--- src/design/ibc_pkg.sv ---
// shared constants, register map and carrier types of the bus interface
package ibc_pkg;

   // register byte offsets on the apb bus
   localparam logic [7:0] OFS_CTRL   = 8'h00;
   localparam logic [7:0] OFS_ADDR0  = 8'h04;
   localparam logic [7:0] OFS_ADDR1  = 8'h08;
   localparam logic [7:0] OFS_ADDR2  = 8'h0C;
   localparam logic [7:0] OFS_DETECT = 8'h10;
   localparam logic [7:0] OFS_STATUS = 8'h14;
   localparam logic [7:0] OFS_MASK   = 8'h18;
   localparam logic [7:0] OFS_LINE   = 8'h1C;

   // field widths
   localparam int CTRL_W = 17;
   localparam int ADDR_W = 12;
   localparam int DET_W  = 3;
   localparam int STAT_W = 8;
   localparam int LINE_W = 3;
   localparam int DIV_W  = 7;

   // bus modes
   localparam logic [1:0] MODE_I2C   = 2'h0;
   localparam logic [1:0] MODE_SMBUS = 2'h1;
   localparam logic [1:0] MODE_FMP   = 2'h2;

   // timeout selections
   localparam logic [1:0] TOUT_OFF  = 2'h0;
   localparam logic [1:0] TOUT_LOW  = 2'h1;
   localparam logic [1:0] TOUT_HIGH = 2'h2;
   localparam logic [1:0] TOUT_BOTH = 2'h3;

   // own-address comparator formats
   localparam logic [1:0] FMT_OFF = 2'h0;
   localparam logic [1:0] FMT_7   = 2'h1;
   localparam logic [1:0] FMT_10  = 2'h2;

   // noise filter depth limit
   localparam logic [2:0] NF_MAX = 3'h4;

   // reserved address patterns and bit counter marks
   localparam logic [6:0] DEVID_ADDR  = 7'h7C;
   localparam logic [6:0] HOST_ADDR   = 7'h08;
   localparam logic [7:0] GCALL_BYTE  = 8'h00;
   localparam logic [4:0] TEN_PREFIX  = 5'h1E;
   localparam logic [3:0] BYTE_LAST   = 4'h7;
   localparam logic [3:0] ACK_SLOT    = 4'h8;

   // status bit positions
   localparam int ST_TOUT  = 0;
   localparam int ST_ARB   = 1;
   localparam int ST_HIT0  = 2;
   localparam int ST_GCALL = 5;
   localparam int ST_DEVID = 6;
   localparam int ST_HOST  = 7;

   // detection enable bit positions
   localparam int DET_GCALL = 0;
   localparam int DET_DEVID = 1;
   localparam int DET_HOST  = 2;

   // configuration word
   typedef struct packed {
      logic       sald;
      logic       ntald;
      logic [2:0] nf;
      logic       dly_div2;
      logic [2:0] dly;
      logic       tout_short;
      logic [1:0] tout_sel;
      logic [2:0] div;
      logic [1:0] mode;
   } ibc_ctrl_t;

   // own-address comparator setting
   typedef struct packed {
      logic [1:0] fmt;
      logic [9:0] addr;
   } ibc_addr_t;

   // address monitor states, gray along idle-first-second-data
   typedef enum logic [1:0] {
      MON_IDLE   = 2'h0,
      MON_FIRST  = 2'h1,
      MON_SECOND = 2'h3,
      MON_DATA   = 2'h2
   } ibc_mon_t;

endpackage : ibc_pkg

--- src/design/ibc_filter.sv ---
// synchroniser and programmable-depth noise filter for one bus line
module ibc_filter #(
   parameter int DEPTH = 4
) (
   // clock and reset
   input  wire logic       pclk,
   input  wire logic       presetn,
   // line and settings
   input  wire logic       pin,
   input  wire logic       tick,
   input  wire logic [2:0] depth,
   // filtered level
   output logic            level
);

   logic             sync1;
   logic             sync2;
   logic [DEPTH-1:0] hist;

   // stage mask of the selected depth
   function automatic logic [DEPTH-1:0] stage_mask(input logic [2:0] d);
      stage_mask = DEPTH'((1 << d) - 1);
   endfunction : stage_mask

   // two flops before anything reads the pin
   always_ff @(posedge pclk or negedge presetn)
   begin
      if (!presetn)
      begin
         sync1 <= 1'b1;
         sync2 <= 1'b1;
      end
      else
      begin
         sync1 <= pin;
         sync2 <= sync1;
      end
   end

   // history sampled on the reference tick only
   always_ff @(posedge pclk or negedge presetn)
   begin
      if (!presetn)
         hist <= '1;
      else if (tick)
         hist <= {hist[DEPTH-2:0], sync2};
   end

   // level only moves once every selected stage agrees
   always_ff @(posedge pclk or negedge presetn)
   begin
      if (!presetn)
         level <= 1'b1;
      else if (depth == 3'h0)
         level <= sync2;
      else if ((hist & stage_mask(depth)) == stage_mask(depth))
         level <= 1'b1;
      else if ((hist & stage_mask(depth)) == '0)
         level <= 1'b0;
   end

endmodule : ibc_filter

--- src/design/ibc_config.sv ---
// configuration, line monitor and address recognition of the bus interface
//
// Functional notes
// - Bus mode is I2C or SMBus; fast-mode-plus only on channel zero.
// - Reference clock is the bus clock divided by 1 to 128.
// - Timeout off, or clock stuck low, stuck high, or either level.
// - Timeout counter runs long with 16 bits or short with 14 bits.
// - Data output changes are delayed zero to seven delay ticks.
// - Delay counter ticks on the reference clock or every second tick.
// - Input noise filter bypassed or one to four stages deep.
// - Optional arbitration loss on ACK seen while sending NACK.
// - Optional arbitration loss on slave transmit bit mismatch.
// - Three own-address comparators, each off, 7-bit or 10-bit.
// - General call address is recognised only when enabled.
// - Device-ID address after a start recognised when enabled.
// - SMBus host address recognised when enabled in SMBus mode.
// - A disabled comparator's address value never causes a match.
module ibc_config #(
   parameter int CHANNEL      = 0,
   parameter int TOUT_LONG_W  = 16,
   parameter int TOUT_SHORT_W = 14,
   parameter int NF_DEPTH     = 4
) (
   // clock and reset
   input  wire logic        pclk,
   input  wire logic        presetn,
   // apb slave
   input  wire logic        psel,
   input  wire logic        penable,
   input  wire logic        pwrite,
   input  wire logic [7:0]  paddr,
   input  wire logic [31:0] pwdata,
   output logic [31:0]      prdata,
   output logic             pready,
   output logic             pslverr,
   // bus pins
   input  wire logic        scl_in,
   input  wire logic        sda_in,
   output logic             sda_out,
   output logic             sda_oe_n,
   // protocol engine side
   input  wire logic        engine_sda,
   input  wire logic        engine_nack_tx,
   input  wire logic        engine_slave_tx,
   output logic [1:0]       bus_mode,
   output logic             ref_tick,
   output logic             scl_level,
   output logic             sda_level,
   output logic             addr_match,
   output logic [5:0]       match_id,
   output logic             arb_lost,
   output logic             timeout,
   // interrupt
   output logic             irq
);

   ibc_pkg::ibc_ctrl_t          ctrl;
   ibc_pkg::ibc_addr_t          acfg [3];
   logic [ibc_pkg::DET_W-1:0]   det_en;
   logic [ibc_pkg::STAT_W-1:0]  status;
   logic [ibc_pkg::STAT_W-1:0]  mask;
   logic [ibc_pkg::DIV_W-1:0]   div_cnt;
   logic [TOUT_LONG_W-1:0]      tout_cnt;
   logic                        tout_fired;
   logic                        scl_q;
   logic                        sda_q;
   logic                        scl_f;
   logic                        sda_f;
   ibc_pkg::ibc_mon_t           mon;
   logic [3:0]                  bit_cnt;
   logic [7:0]                  shreg;
   logic [2:0]                  pend10;
   logic                        dly_target;
   logic                        dly_busy;
   logic [2:0]                  dly_cnt;
   logic                        dly_half;
   logic [31:0]                 next_prdata;
   logic                        next_pslverr;
   logic [ibc_pkg::STAT_W-1:0]  evt;
   logic [5:0]                  next_hit;
   logic [2:0]                  next_pend;
   logic [7:0]                  next_byte;

   wire apb_setup = psel & ~penable;
   wire apb_wr    = psel & penable & pready & pwrite;
   wire start_c   = scl_f & scl_q & sda_q & ~sda_f;
   wire stop_c    = scl_f & scl_q & ~sda_q & sda_f;
   wire scl_rise  = scl_f & ~scl_q;
   wire byte_done = scl_rise & (bit_cnt == ibc_pkg::BYTE_LAST)
                    & ((mon == ibc_pkg::MON_FIRST)
                       | (mon == ibc_pkg::MON_SECOND));
   wire dly_tick  = ref_tick & (~ctrl.dly_div2 | dly_half);

   // select mask of the reference divider
   function automatic logic [ibc_pkg::DIV_W-1:0] div_mask(
      input logic [2:0] d);
      div_mask = ibc_pkg::DIV_W'((1 << d) - 1);
   endfunction : div_mask

   // legal configuration: fast-mode-plus only on channel zero
   function automatic ibc_pkg::ibc_ctrl_t legal_ctrl(
      input logic [ibc_pkg::CTRL_W-1:0] w);
      ibc_pkg::ibc_ctrl_t c;
      c = ibc_pkg::ibc_ctrl_t'(w);
      if ((c.mode == ibc_pkg::MODE_FMP && CHANNEL != 0)
          || (c.mode > ibc_pkg::MODE_FMP))
         c.mode = ibc_pkg::MODE_I2C;
      if (c.nf > ibc_pkg::NF_MAX)
         c.nf = ibc_pkg::NF_MAX;
      legal_ctrl = c;
   endfunction : legal_ctrl

   // apb access phase is always one cycle long
   always_ff @(posedge pclk or negedge presetn)
   begin
      if (!presetn)
      begin
         pready  <= 1'b0;
         prdata  <= 32'h0000_0000;
         pslverr <= 1'b0;
      end
      else
      begin
         pready  <= apb_setup;
         prdata  <= apb_setup ? next_prdata : 32'h0000_0000;
         pslverr <= apb_setup & next_pslverr;
      end
   end

   // read mux, unmapped addresses answer with an error and zero
   always_comb
   begin
      next_prdata  = 32'h0000_0000;
      next_pslverr = 1'b0;
      case (paddr)
         ibc_pkg::OFS_CTRL:   next_prdata = 32'(ctrl);
         ibc_pkg::OFS_ADDR0:  next_prdata = 32'(acfg[0]);
         ibc_pkg::OFS_ADDR1:  next_prdata = 32'(acfg[1]);
         ibc_pkg::OFS_ADDR2:  next_prdata = 32'(acfg[2]);
         ibc_pkg::OFS_DETECT: next_prdata = 32'(det_en);
         ibc_pkg::OFS_STATUS: next_prdata = 32'(status);
         ibc_pkg::OFS_MASK:   next_prdata = 32'(mask);
         ibc_pkg::OFS_LINE:   next_prdata = 32'({mon != ibc_pkg::MON_IDLE,
                                                  sda_f, scl_f});
         default:             next_pslverr = 1'b1;
      endcase
   end

   // configuration registers
   always_ff @(posedge pclk or negedge presetn)
   begin
      if (!presetn)
      begin
         ctrl   <= '0;
         acfg   <= '{default: '0};
         det_en <= '0;
         mask   <= '0;
      end
      else if (apb_wr)
      begin
         case (paddr)
            ibc_pkg::OFS_CTRL:
               ctrl <= legal_ctrl(pwdata[ibc_pkg::CTRL_W-1:0]);
            ibc_pkg::OFS_ADDR0:  acfg[0] <= pwdata[ibc_pkg::ADDR_W-1:0];
            ibc_pkg::OFS_ADDR1:  acfg[1] <= pwdata[ibc_pkg::ADDR_W-1:0];
            ibc_pkg::OFS_ADDR2:  acfg[2] <= pwdata[ibc_pkg::ADDR_W-1:0];
            ibc_pkg::OFS_DETECT: det_en  <= pwdata[ibc_pkg::DET_W-1:0];
            ibc_pkg::OFS_MASK:   mask    <= pwdata[ibc_pkg::STAT_W-1:0];
            default:             mask    <= mask;
         endcase
      end
   end

   assign bus_mode = ctrl.mode;

   // sticky status, write one to clear; a new event beats the clear
   always_ff @(posedge pclk or negedge presetn)
   begin
      if (!presetn)
         status <= '0;
      else if (apb_wr && paddr == ibc_pkg::OFS_STATUS)
         status <= (status & ~pwdata[ibc_pkg::STAT_W-1:0]) | evt;
      else
         status <= status | evt;
   end

   // level interrupt from unmasked status
   always_ff @(posedge pclk or negedge presetn)
   begin
      if (!presetn)
         irq <= 1'b0;
      else
         irq <= |(status & mask);
   end

   // reference clock as a one-cycle tick every 2^div bus clocks
   always_ff @(posedge pclk or negedge presetn)
   begin
      if (!presetn)
      begin
         div_cnt  <= '0;
         ref_tick <= 1'b0;
      end
      else
      begin
         div_cnt  <= div_cnt + 1'b1;
         ref_tick <= (div_cnt & div_mask(ctrl.div))
                     == div_mask(ctrl.div);
      end
   end

   // line filters; the pins are synchronised inside
   ibc_filter #(.DEPTH(NF_DEPTH)) u_scl_filter (
      .pclk    (pclk),
      .presetn (presetn),
      .pin     (scl_in),
      .tick    (ref_tick),
      .depth   (ctrl.nf),
      .level   (scl_f)
   );

   ibc_filter #(.DEPTH(NF_DEPTH)) u_sda_filter (
      .pclk    (pclk),
      .presetn (presetn),
      .pin     (sda_in),
      .tick    (ref_tick),
      .depth   (ctrl.nf),
      .level   (sda_f)
   );

   // previous filtered levels for edge and condition detection
   always_ff @(posedge pclk or negedge presetn)
   begin
      if (!presetn)
      begin
         scl_q <= 1'b1;
         sda_q <= 1'b1;
      end
      else
      begin
         scl_q <= scl_f;
         sda_q <= sda_f;
      end
   end

   assign scl_level = scl_q;
   assign sda_level = sda_q;

   // stuck clock timeout; counts reference ticks, restarts on any edge
   always_ff @(posedge pclk or negedge presetn)
   begin
      if (!presetn)
      begin
         tout_cnt   <= '0;
         tout_fired <= 1'b0;
      end
      else if (scl_f != scl_q || ctrl.tout_sel == ibc_pkg::TOUT_OFF)
      begin
         tout_cnt   <= '0;
         tout_fired <= 1'b0;
      end
      else if (ref_tick && !tout_fired
               && (ctrl.tout_sel == ibc_pkg::TOUT_BOTH
                   || (ctrl.tout_sel == ibc_pkg::TOUT_LOW && !scl_f)
                   || (ctrl.tout_sel == ibc_pkg::TOUT_HIGH && scl_f)))
      begin
         tout_cnt <= tout_cnt + 1'b1;
         if (tout_cnt == ({TOUT_LONG_W{1'b1}}
                          >> (ctrl.tout_short ?
                              TOUT_LONG_W - TOUT_SHORT_W : 0)))
            tout_fired <= 1'b1;
      end
   end

   // one pulse per stuck period
   always_ff @(posedge pclk or negedge presetn)
   begin
      if (!presetn)
         timeout <= 1'b0;
      else
         timeout <= evt[ibc_pkg::ST_TOUT];
   end

   // arbitration loss is judged where the bus samples data
   always_ff @(posedge pclk or negedge presetn)
   begin
      if (!presetn)
         arb_lost <= 1'b0;
      else
         arb_lost <= evt[ibc_pkg::ST_ARB];
   end

   // address compare on the byte being completed
   always_comb
   begin
      next_byte = {shreg[6:0], sda_f};
      next_hit  = '0;
      next_pend = '0;
      for (int i = 0; i < 3; i++)
      begin
         if (mon == ibc_pkg::MON_FIRST)
         begin
            if (acfg[i].fmt == ibc_pkg::FMT_7
                && next_byte[7:1] == acfg[i].addr[6:0])
               next_hit[i] = 1'b1;
            if (acfg[i].fmt == ibc_pkg::FMT_10
                && next_byte[7:3] == ibc_pkg::TEN_PREFIX
                && next_byte[2:1] == acfg[i].addr[9:8])
               next_pend[i] = 1'b1;
         end
         else if (pend10[i] && acfg[i].fmt == ibc_pkg::FMT_10
                  && next_byte == acfg[i].addr[7:0])
            next_hit[i] = 1'b1;
      end
      if (mon == ibc_pkg::MON_FIRST)
      begin
         next_hit[3] = det_en[ibc_pkg::DET_GCALL]
                       & (next_byte == ibc_pkg::GCALL_BYTE);
         next_hit[4] = det_en[ibc_pkg::DET_DEVID]
                       & (next_byte[7:1] == ibc_pkg::DEVID_ADDR);
         next_hit[5] = det_en[ibc_pkg::DET_HOST]
                       & (ctrl.mode == ibc_pkg::MODE_SMBUS)
                       & (next_byte[7:1] == ibc_pkg::HOST_ADDR);
      end
   end

   // event vector feeding the sticky status
   always_comb
   begin
      evt = '0;
      evt[ibc_pkg::ST_TOUT] = ref_tick & ~tout_fired & ~(scl_f != scl_q)
                              & (ctrl.tout_sel != ibc_pkg::TOUT_OFF)
                              & (ctrl.tout_sel == ibc_pkg::TOUT_BOTH
                                 | (ctrl.tout_sel == ibc_pkg::TOUT_LOW
                                    & ~scl_f)
                                 | (ctrl.tout_sel == ibc_pkg::TOUT_HIGH
                                    & scl_f))
                              & (tout_cnt == ({TOUT_LONG_W{1'b1}}
                                 >> (ctrl.tout_short ?
                                     TOUT_LONG_W - TOUT_SHORT_W : 0)));
      evt[ibc_pkg::ST_ARB]  = scl_rise & ~sda_f
                              & ((ctrl.ntald & engine_nack_tx)
                                 | (ctrl.sald & engine_slave_tx
                                    & engine_sda));
      if (byte_done)
         evt[ibc_pkg::ST_HOST:ibc_pkg::ST_HIT0] = next_hit;
   end

   // byte framing after every start, repeated starts included
   always_ff @(posedge pclk or negedge presetn)
   begin
      if (!presetn)
      begin
         mon     <= ibc_pkg::MON_IDLE;
         bit_cnt <= '0;
         shreg   <= '0;
         pend10  <= '0;
      end
      else if (start_c)
      begin
         mon     <= ibc_pkg::MON_FIRST;
         bit_cnt <= '0;
         pend10  <= '0;
      end
      else if (stop_c)
         mon <= ibc_pkg::MON_IDLE;
      else if (scl_rise && mon != ibc_pkg::MON_IDLE)
      begin
         if (bit_cnt == ibc_pkg::ACK_SLOT)
            bit_cnt <= '0;
         else
         begin
            bit_cnt <= bit_cnt + 1'b1;
            shreg   <= next_byte;
         end
         if (byte_done)
         begin
            case (mon)
               ibc_pkg::MON_FIRST:
               begin
                  pend10 <= next_pend;
                  mon    <= (|next_pend) ? ibc_pkg::MON_SECOND
                                         : ibc_pkg::MON_DATA;
               end
               ibc_pkg::MON_SECOND: mon <= ibc_pkg::MON_DATA;
               default:             mon <= ibc_pkg::MON_IDLE;
            endcase
         end
      end
   end

   // match report towards the protocol engine
   always_ff @(posedge pclk or negedge presetn)
   begin
      if (!presetn)
      begin
         addr_match <= 1'b0;
         match_id   <= '0;
      end
      else
      begin
         addr_match <= byte_done & (|next_hit);
         if (byte_done && |next_hit)
            match_id <= next_hit;
      end
   end

   // output delay, restarted by every new engine level
   always_ff @(posedge pclk or negedge presetn)
   begin
      if (!presetn)
      begin
         dly_target <= 1'b1;
         dly_busy   <= 1'b0;
         dly_cnt    <= '0;
         sda_oe_n   <= 1'b1;
      end
      else if (engine_sda != dly_target)
      begin
         dly_target <= engine_sda;
         dly_cnt    <= ctrl.dly;
         dly_busy   <= 1'b1;
      end
      else if (dly_busy)
      begin
         if (dly_cnt == 3'h0)
         begin
            sda_oe_n <= dly_target;
            dly_busy <= 1'b0;
         end
         else if (dly_tick)
            dly_cnt <= dly_cnt - 1'b1;
      end
   end

   // halves the delay tick rate when the divide-by-two source is chosen
   always_ff @(posedge pclk or negedge presetn)
   begin
      if (!presetn)
      begin
         dly_half <= 1'b0;
         sda_out  <= 1'b0;
      end
      else
      begin
         sda_out <= 1'b0;                             // open drain, low only
         if (ref_tick)
            dly_half <= ~dly_half;
      end
   end

endmodule : ibc_config

--- config.mk ---
export PLATFORM = sky130hd
export DESIGN_NAME = ibc_config
export DESIGN_NICKNAME = d
export VERILOG_FILES = /design/src/design/ibc_pkg.sv /design/src/design/ibc_filter.sv /design/src/design/ibc_config.sv
export SDC_FILE = /design/constraint.sdc
export NUM_CORES = 1
export LEC_CHECK = 0
export CORE_UTILIZATION = 69
export DETAILED_ROUTE_END_ITERATION = 10
export DONT_BUFFER_PORTS = 1
export PLACE_DENSITY = 0.89
export SYNTH_ARGS = -nofsm -noshare
export SYNTH_HDL_FRONTEND = slang
export SYNTH_SLANG_ARGS = --single-unit
--- constraint.sdc ---
create_clock -name pclk -period 3.6 [get_ports pclk]
set_input_delay 0.72 -clock pclk [delete_from_list [all_inputs] [get_ports pclk]]
set_output_delay 0.72 -clock pclk [all_outputs]
set_load 0.02 [all_outputs]
* Word-level counts from Yosys, hierarchy flattened
Cells that the tools add are included.
Widths: inputs -> output; s select.
** Storage, ports and cells
- Bits in registers :: 180
- Input port bits :: 50
- Output and inout bits :: 51
** Operators by class
- $add $sub $neg :: 6
- Magnitude comparators :: 2
- Eq/ne operators :: 41
- Shift operators :: 3
- Mux-type cells :: 57
- Bitwise operators :: 57
- Reductions and logical operators :: 64
** Operator list (count)
- $pmux 17 s8 :: 1
- $mux 3 :: 11
- $eq 8x5->1 const B :: 4
- $mux 16 :: 2
- $mux 32 :: 1
- $and 1x1->1 :: 31
- $mux 1 :: 29
- $eq 7x7->1 :: 4
- $eq 8x8->1 :: 3
- $logic_and 1x1->1 :: 22
- $reduce_and 2->1 :: 9
- $reduce_bool 2->1 :: 9
- $add 16x1->16 const B :: 1
- $and 8x8->8 :: 2
- $eq 16x16->1 :: 1
- $eq 8x4->1 const B :: 2
- $logic_not 8->1 :: 2
- $mux 4 :: 4
- $or 8x8->8 :: 2
- $reduce_or 8->1 :: 2
- $shr 16x2->16 const A :: 1
- $not 1->1 :: 13
- $eq 2x1->1 const B :: 6
- $eq 2x2->1 const B :: 6
- 37 further kinds :: 62

* Longest topological paths before layout
- Depth in word-level cells :: 12
- Mapped depth :: 9

* Cells and area by module
From an unflattened synthesis, not the netlist that was laid out.
** Unflattened totals
- Cells, all modules :: 757
- Area total of the unflattened synthesis :: 8301.7 um^2
** By module, submodules not included
- ibc_config :: instances 1, cells an instance 695, area an instance 7593.5 um^2, seq. area each 3783.6 um^2
- ibc_filter :: instances 2, cells an instance 31, area an instance 354.1 um^2, seq. area each 183.9 um^2

* Least setup slack after synthesis
OpenSTA, ideal clock, no wires.
- Path type :: input to register
- From :: in paddr[0]
- To :: reg mask[0] (netlist name)
- Setup time :: 125 ps
- Arrival time :: 2606 ps
- Required time :: 3475 ps
- Slack :: 870 ps
- Cell stages on the path :: 6
- Cell sequence :: or4_4 -> or2_2 -> nor4b_4 -> and2_1 -> buf_4 -> mux2_2
** On the way
- Longest elaborated chain between the ends :: 2
** Ends and longest elaborated chain
- from (decl) :: RTL line ibc_config.sv:31 : input wire logic [7:0] paddr,
- $eq 8x5->1 :: RTL line ibc_config.sv:161 : case (paddr)
- $reduce_and 2->1 (no source line)
- to (signal assigned) :: RTL line ibc_config.sv:168 : ibc_pkg::OFS_MASK: mask <= pwdata[ibc_pkg::STAT_W-1:0];
- to (signal assigned) :: RTL line ibc_config.sv:169 : default: mask <= mask;
- to (decl) :: RTL line ibc_config.sv:61 : logic [ibc_pkg::STAT_W-1:0] mask;
No other way between the ends.
A chain may end at the register's enable or synchronous reset.

* Final worst setup path
- From :: in paddr[0]
- To :: reg acfg[31] (netlist name)
** On the way
- Longest elaborated chain between the ends :: 2
** Ends and longest elaborated chain
- $eq 8x3->1 :: RTL line ibc_config.sv:161
- $reduce_and 2->1 (no source line)
- to (decl) :: RTL line ibc_config.sv:58 : ibc_pkg::ibc_addr_t acfg [3];
No other way between the ends.

==> flow_metrics.tcl <==
set metrics [dict create \
    outcome "finished with violations" \
    failed_checks "design-rule violations, negative hold slack" \
    power.density_nw_per_um2 498 \
    hpwl_mm 13.3 \
    firstDrtPassIters 11 \
    vias 5813 \
    placed_cells 856 \
    cts_tree "yes" \
    end_kind "flop" \
    cp-endpoint "acfg[31]" \
    post_cts_buffers 0 \
    period_share_pct 72.8 \
    r2r-end "tout_fired" \
    diodes 0 \
    p_seq_share_pct 50.3 \
    synth_area_per_cell_um2 11.2 \
    maxCapViolCount 0 \
    grt_pass1_wl_mm 31.1 \
    ant_nets 0 \
    yosysWarnings 0 \
    crit_start "paddr[0]" \
    grt-ovfl-total 0 \
    path_clk_slew_ps 60 \
    syn-instance-count 741 \
    core_um2 11600 \
    reg2reg_slack_ps 1030 \
    grt_max_degree 166 \
    dieArea_um2 12500 \
    drcViolationCount 7 \
    area_growth_pct 6.33 \
    power_frac_clock_pct 37.1 \
    ys_seq_area_share_pct 49.9 \
    insertion_delay_ps 430 \
    hold_path.class "input pin to async pin" \
    grt_pass1_vias 5915 \
    detail_route.vias_per_cell 6.55 \
    p_sw_share_pct 27.6 \
    setup_viol 0 \
    die_h_um 112 \
    async_flop_share_pct 100 \
    critPathMaxFanout 12 \
    postLayoutCoreUtil_pct 76.5 \
    finalCriticalPeriod_ps 2620 \
    htreeDepth 4 \
    synth.distinct_cells 60 \
    antenna_found_initial 0 \
    crit_type "input pin to flop" \
    skew_ps 15.6 \
    die_x_um 112 \
    p_switching_mw 1.22 \
    synth_edf_count 0 \
    ys_seq_elements 165 \
    layout-drive-gt1-share_pct 19.6 \
    std_cell_rows 39 \
    grt_setup_unrepaired "false" \
    ys.flop_type "dfrtp_1" \
    ir_worst_vdd_uv 527 \
    p_leak_nw 4.01 \
    regArea_um2 4150 \
    internal_power_mw 3.19 \
    place_congestion 0.978 \
    cts_buffer_depth 2 \
    ios 101 \
    hold_viol_final 20 \
    cts_inserted_buffers 17 \
    rr_startpoint "u_scl_filter.level" \
    grt_use_total_pct 32.7 \
    max_clock_freq_mhz 381 \
    root_buffer "clkbuf_16" \
    start_util_pct 71.9 \
    cts_resized 0 \
    instances_no_fill 888 \
    r2r_cells 6 \
    worst_ep_arrival_time_ps 2930 \
    startpoint_type "input pin" \
    finalNetCount 792 \
    drt-total-wl_mm 19.1 \
    drt_iter0_markers 566 \
    num-fill-cells 674 \
    p_comb_share_pct 12.6 \
    worst_pin_slew_ps 1160 \
    cp.required_ps 3900 \
    numPortBuffers 0 \
    routedWlPerCell_um 21.5 \
    tns_ps 0 \
    relSlewSlack_pct 22.2 \
    cts.sinks 165 \
    holdWs_ps -20.3 \
    multi_input_area_um2 3860 \
    netlist_area_um2 8320 \
    drv_slew 0 \
]
==> area by class of cell <==
type | count | share of cell area, %
clock inverters | 9 | 0.637
clock buffers | 23 | 5.40
flip-flops and latches | 165 | 46.9
inverters | 21 | 0.891
repair buffers | 5 | 0.424
well taps | 143 | 2.02
multi-input cells | 522 | 43.7
==> logic make-up after synthesis <==
logic type                 count (synthesis)  synth area share (%)
buffers and inverters                     69                  4.32
DFF                                      165                  49.9
adders and majority gates                 10                  1.50
xor gates and xnor gates                  76                  8.00
and+or+nand+nor                          219                  14.1
AOI/OAI and AO/OA                        114                  9.18
other                                      1                0.0451
muxes                                     87                  13.0
==> routing by layer <==
layer | vias to the layer above | wire [um] | track usage (%)
li1 | 2574 | - | -
met1 | 2911 | 7340 | 39.7
met2 | 261 | 9610 | 53.4
met3 | 67 | 1340 | 9.04
met4 | 0 | 812 | 17.4
met5 | - | 0 | 0
==> cell usage in the layout, fill, tap and decap left out, types with 3 or more instances in the layout <==
cell,instances
nor4_1,8
conb_1,16
xnor2_1,49
and3_1,10
mux2_4,22
nor3b_1,4
nor2b_1,11
xor2_1,27
nand4_1,12
and4_1,6
nand2_1,53
a21oi_1,24
a31oi_1,3
dfstp_2,18
mux2i_1,4
or3_1,4
clkbuf_1,3
clkinv_2,4
nor3_1,11
clkbuf_8,3
nand4b_1,4
o21ai_0,25
a221oi_1,9
nand2b_1,12
a22oi_1,19
mux2_2,59
nand3_1,21
clkbuf_16,17
a21o_1,12
nor2_1,49
ha_1,10
dfrtp_1,147
inv_1,21
buf_4,5
o221ai_1,4
==> worst max-delay path, stage by stage <==
cell     delay, ps
or4_4          520
or3_1          510
nor3b_4        400
nand2_2        360
mux2_4         410
==> power groups by stage <==
stage / logic, mW / registers (mW) / clock network, mW
after global placement: 0.491 / 2.23 / 0
final: 0.554 / 2.22 / 1.64
after global routing: 0.603 / 2.24 / 1.73
after detailed placement: 0.538 / 2.24 / 0
after floorplan: 0.595 / 2.07 / 0
after CTS: 0.547 / 2.21 / 1.66
==> cells in the mapped netlist, types with 6 or more instances <==
library cell / instances / share of area, %
dfrtp_1: 147 / 44
mux2_2: 59 / 8.0
nand2_1: 53 / 2.4
nor2_1: 49 / 2.2
xnor2_1: 49 / 5.2
xor2_1: 27 / 2.8
o21ai_0: 25 / 1.5
a21oi_1: 24 / 1.4
mux2_4: 22 / 4.0
inv_1: 21 / 0.95
nand3_1: 21 / 1.3
a22oi_1: 19 / 1.7
buf_4: 19 / 1.7
dfstp_2: 18 / 5.7
clkbuf_1: 16 / 0.72
a21o_1: 12 / 1.1
nand2b_1: 12 / 0.90
nand4_1: 12 / 0.90
nor2b_1: 11 / 0.83
nor3_1: 11 / 0.66
and3_1: 10 / 0.75
ha_1: 10 / 1.5
a221oi_1: 9 / 0.95
nor4_1: 8 / 0.60
and4_1: 6 / 0.63
==> worst min path at each step <==
stage,start,to,slack [ps],depth (start not counted)
global placement,u_scl_filter.sync1,u_scl_filter.sync2,350,0
floorplan,u_scl_filter.sync1,u_scl_filter.sync2,350,0
detailed placement,u_scl_filter.sync1,u_scl_filter.sync2,350,0
global route,presetn,ctrl[10],-30,0
finish,presetn,ctrl[8],-20,0
CTS,presetn,ctrl[10],-30,0
==> state kept, by name (all words and copies together), names as in the netlist, 2 cells and up <==
signal / cells
acfg: 36
bit_cnt: 4
bus_mode: 2
ctrl: 15
det_en: 3
div_cnt: 7
dly_cnt: 3
mask: 8
match_id: 6
mon: 2
pend10: 3
prdata: 17
shreg: 7
status: 8
tout_cnt: 16
u_scl_filter.hist: 4
u_sda_filter.hist: 4
==> stage by stage <==
| step | instance area [um^2] | power (mW) | setup slack [ps] |
|---|---|---|---|
| after floorplan | 8370 | 2.67 | 870 |
| after global placement | 8310 | 2.72 | 642 |
| after detailed placement | 8310 | 2.78 | 605 |
| after CTS | 8840 | 4.41 | 1020 |
| after global routing | 8840 | 4.56 | 867 |
| final | 8840 | 4.41 | 978 |
No activity file was read; power rests on OpenSTA's default activity.
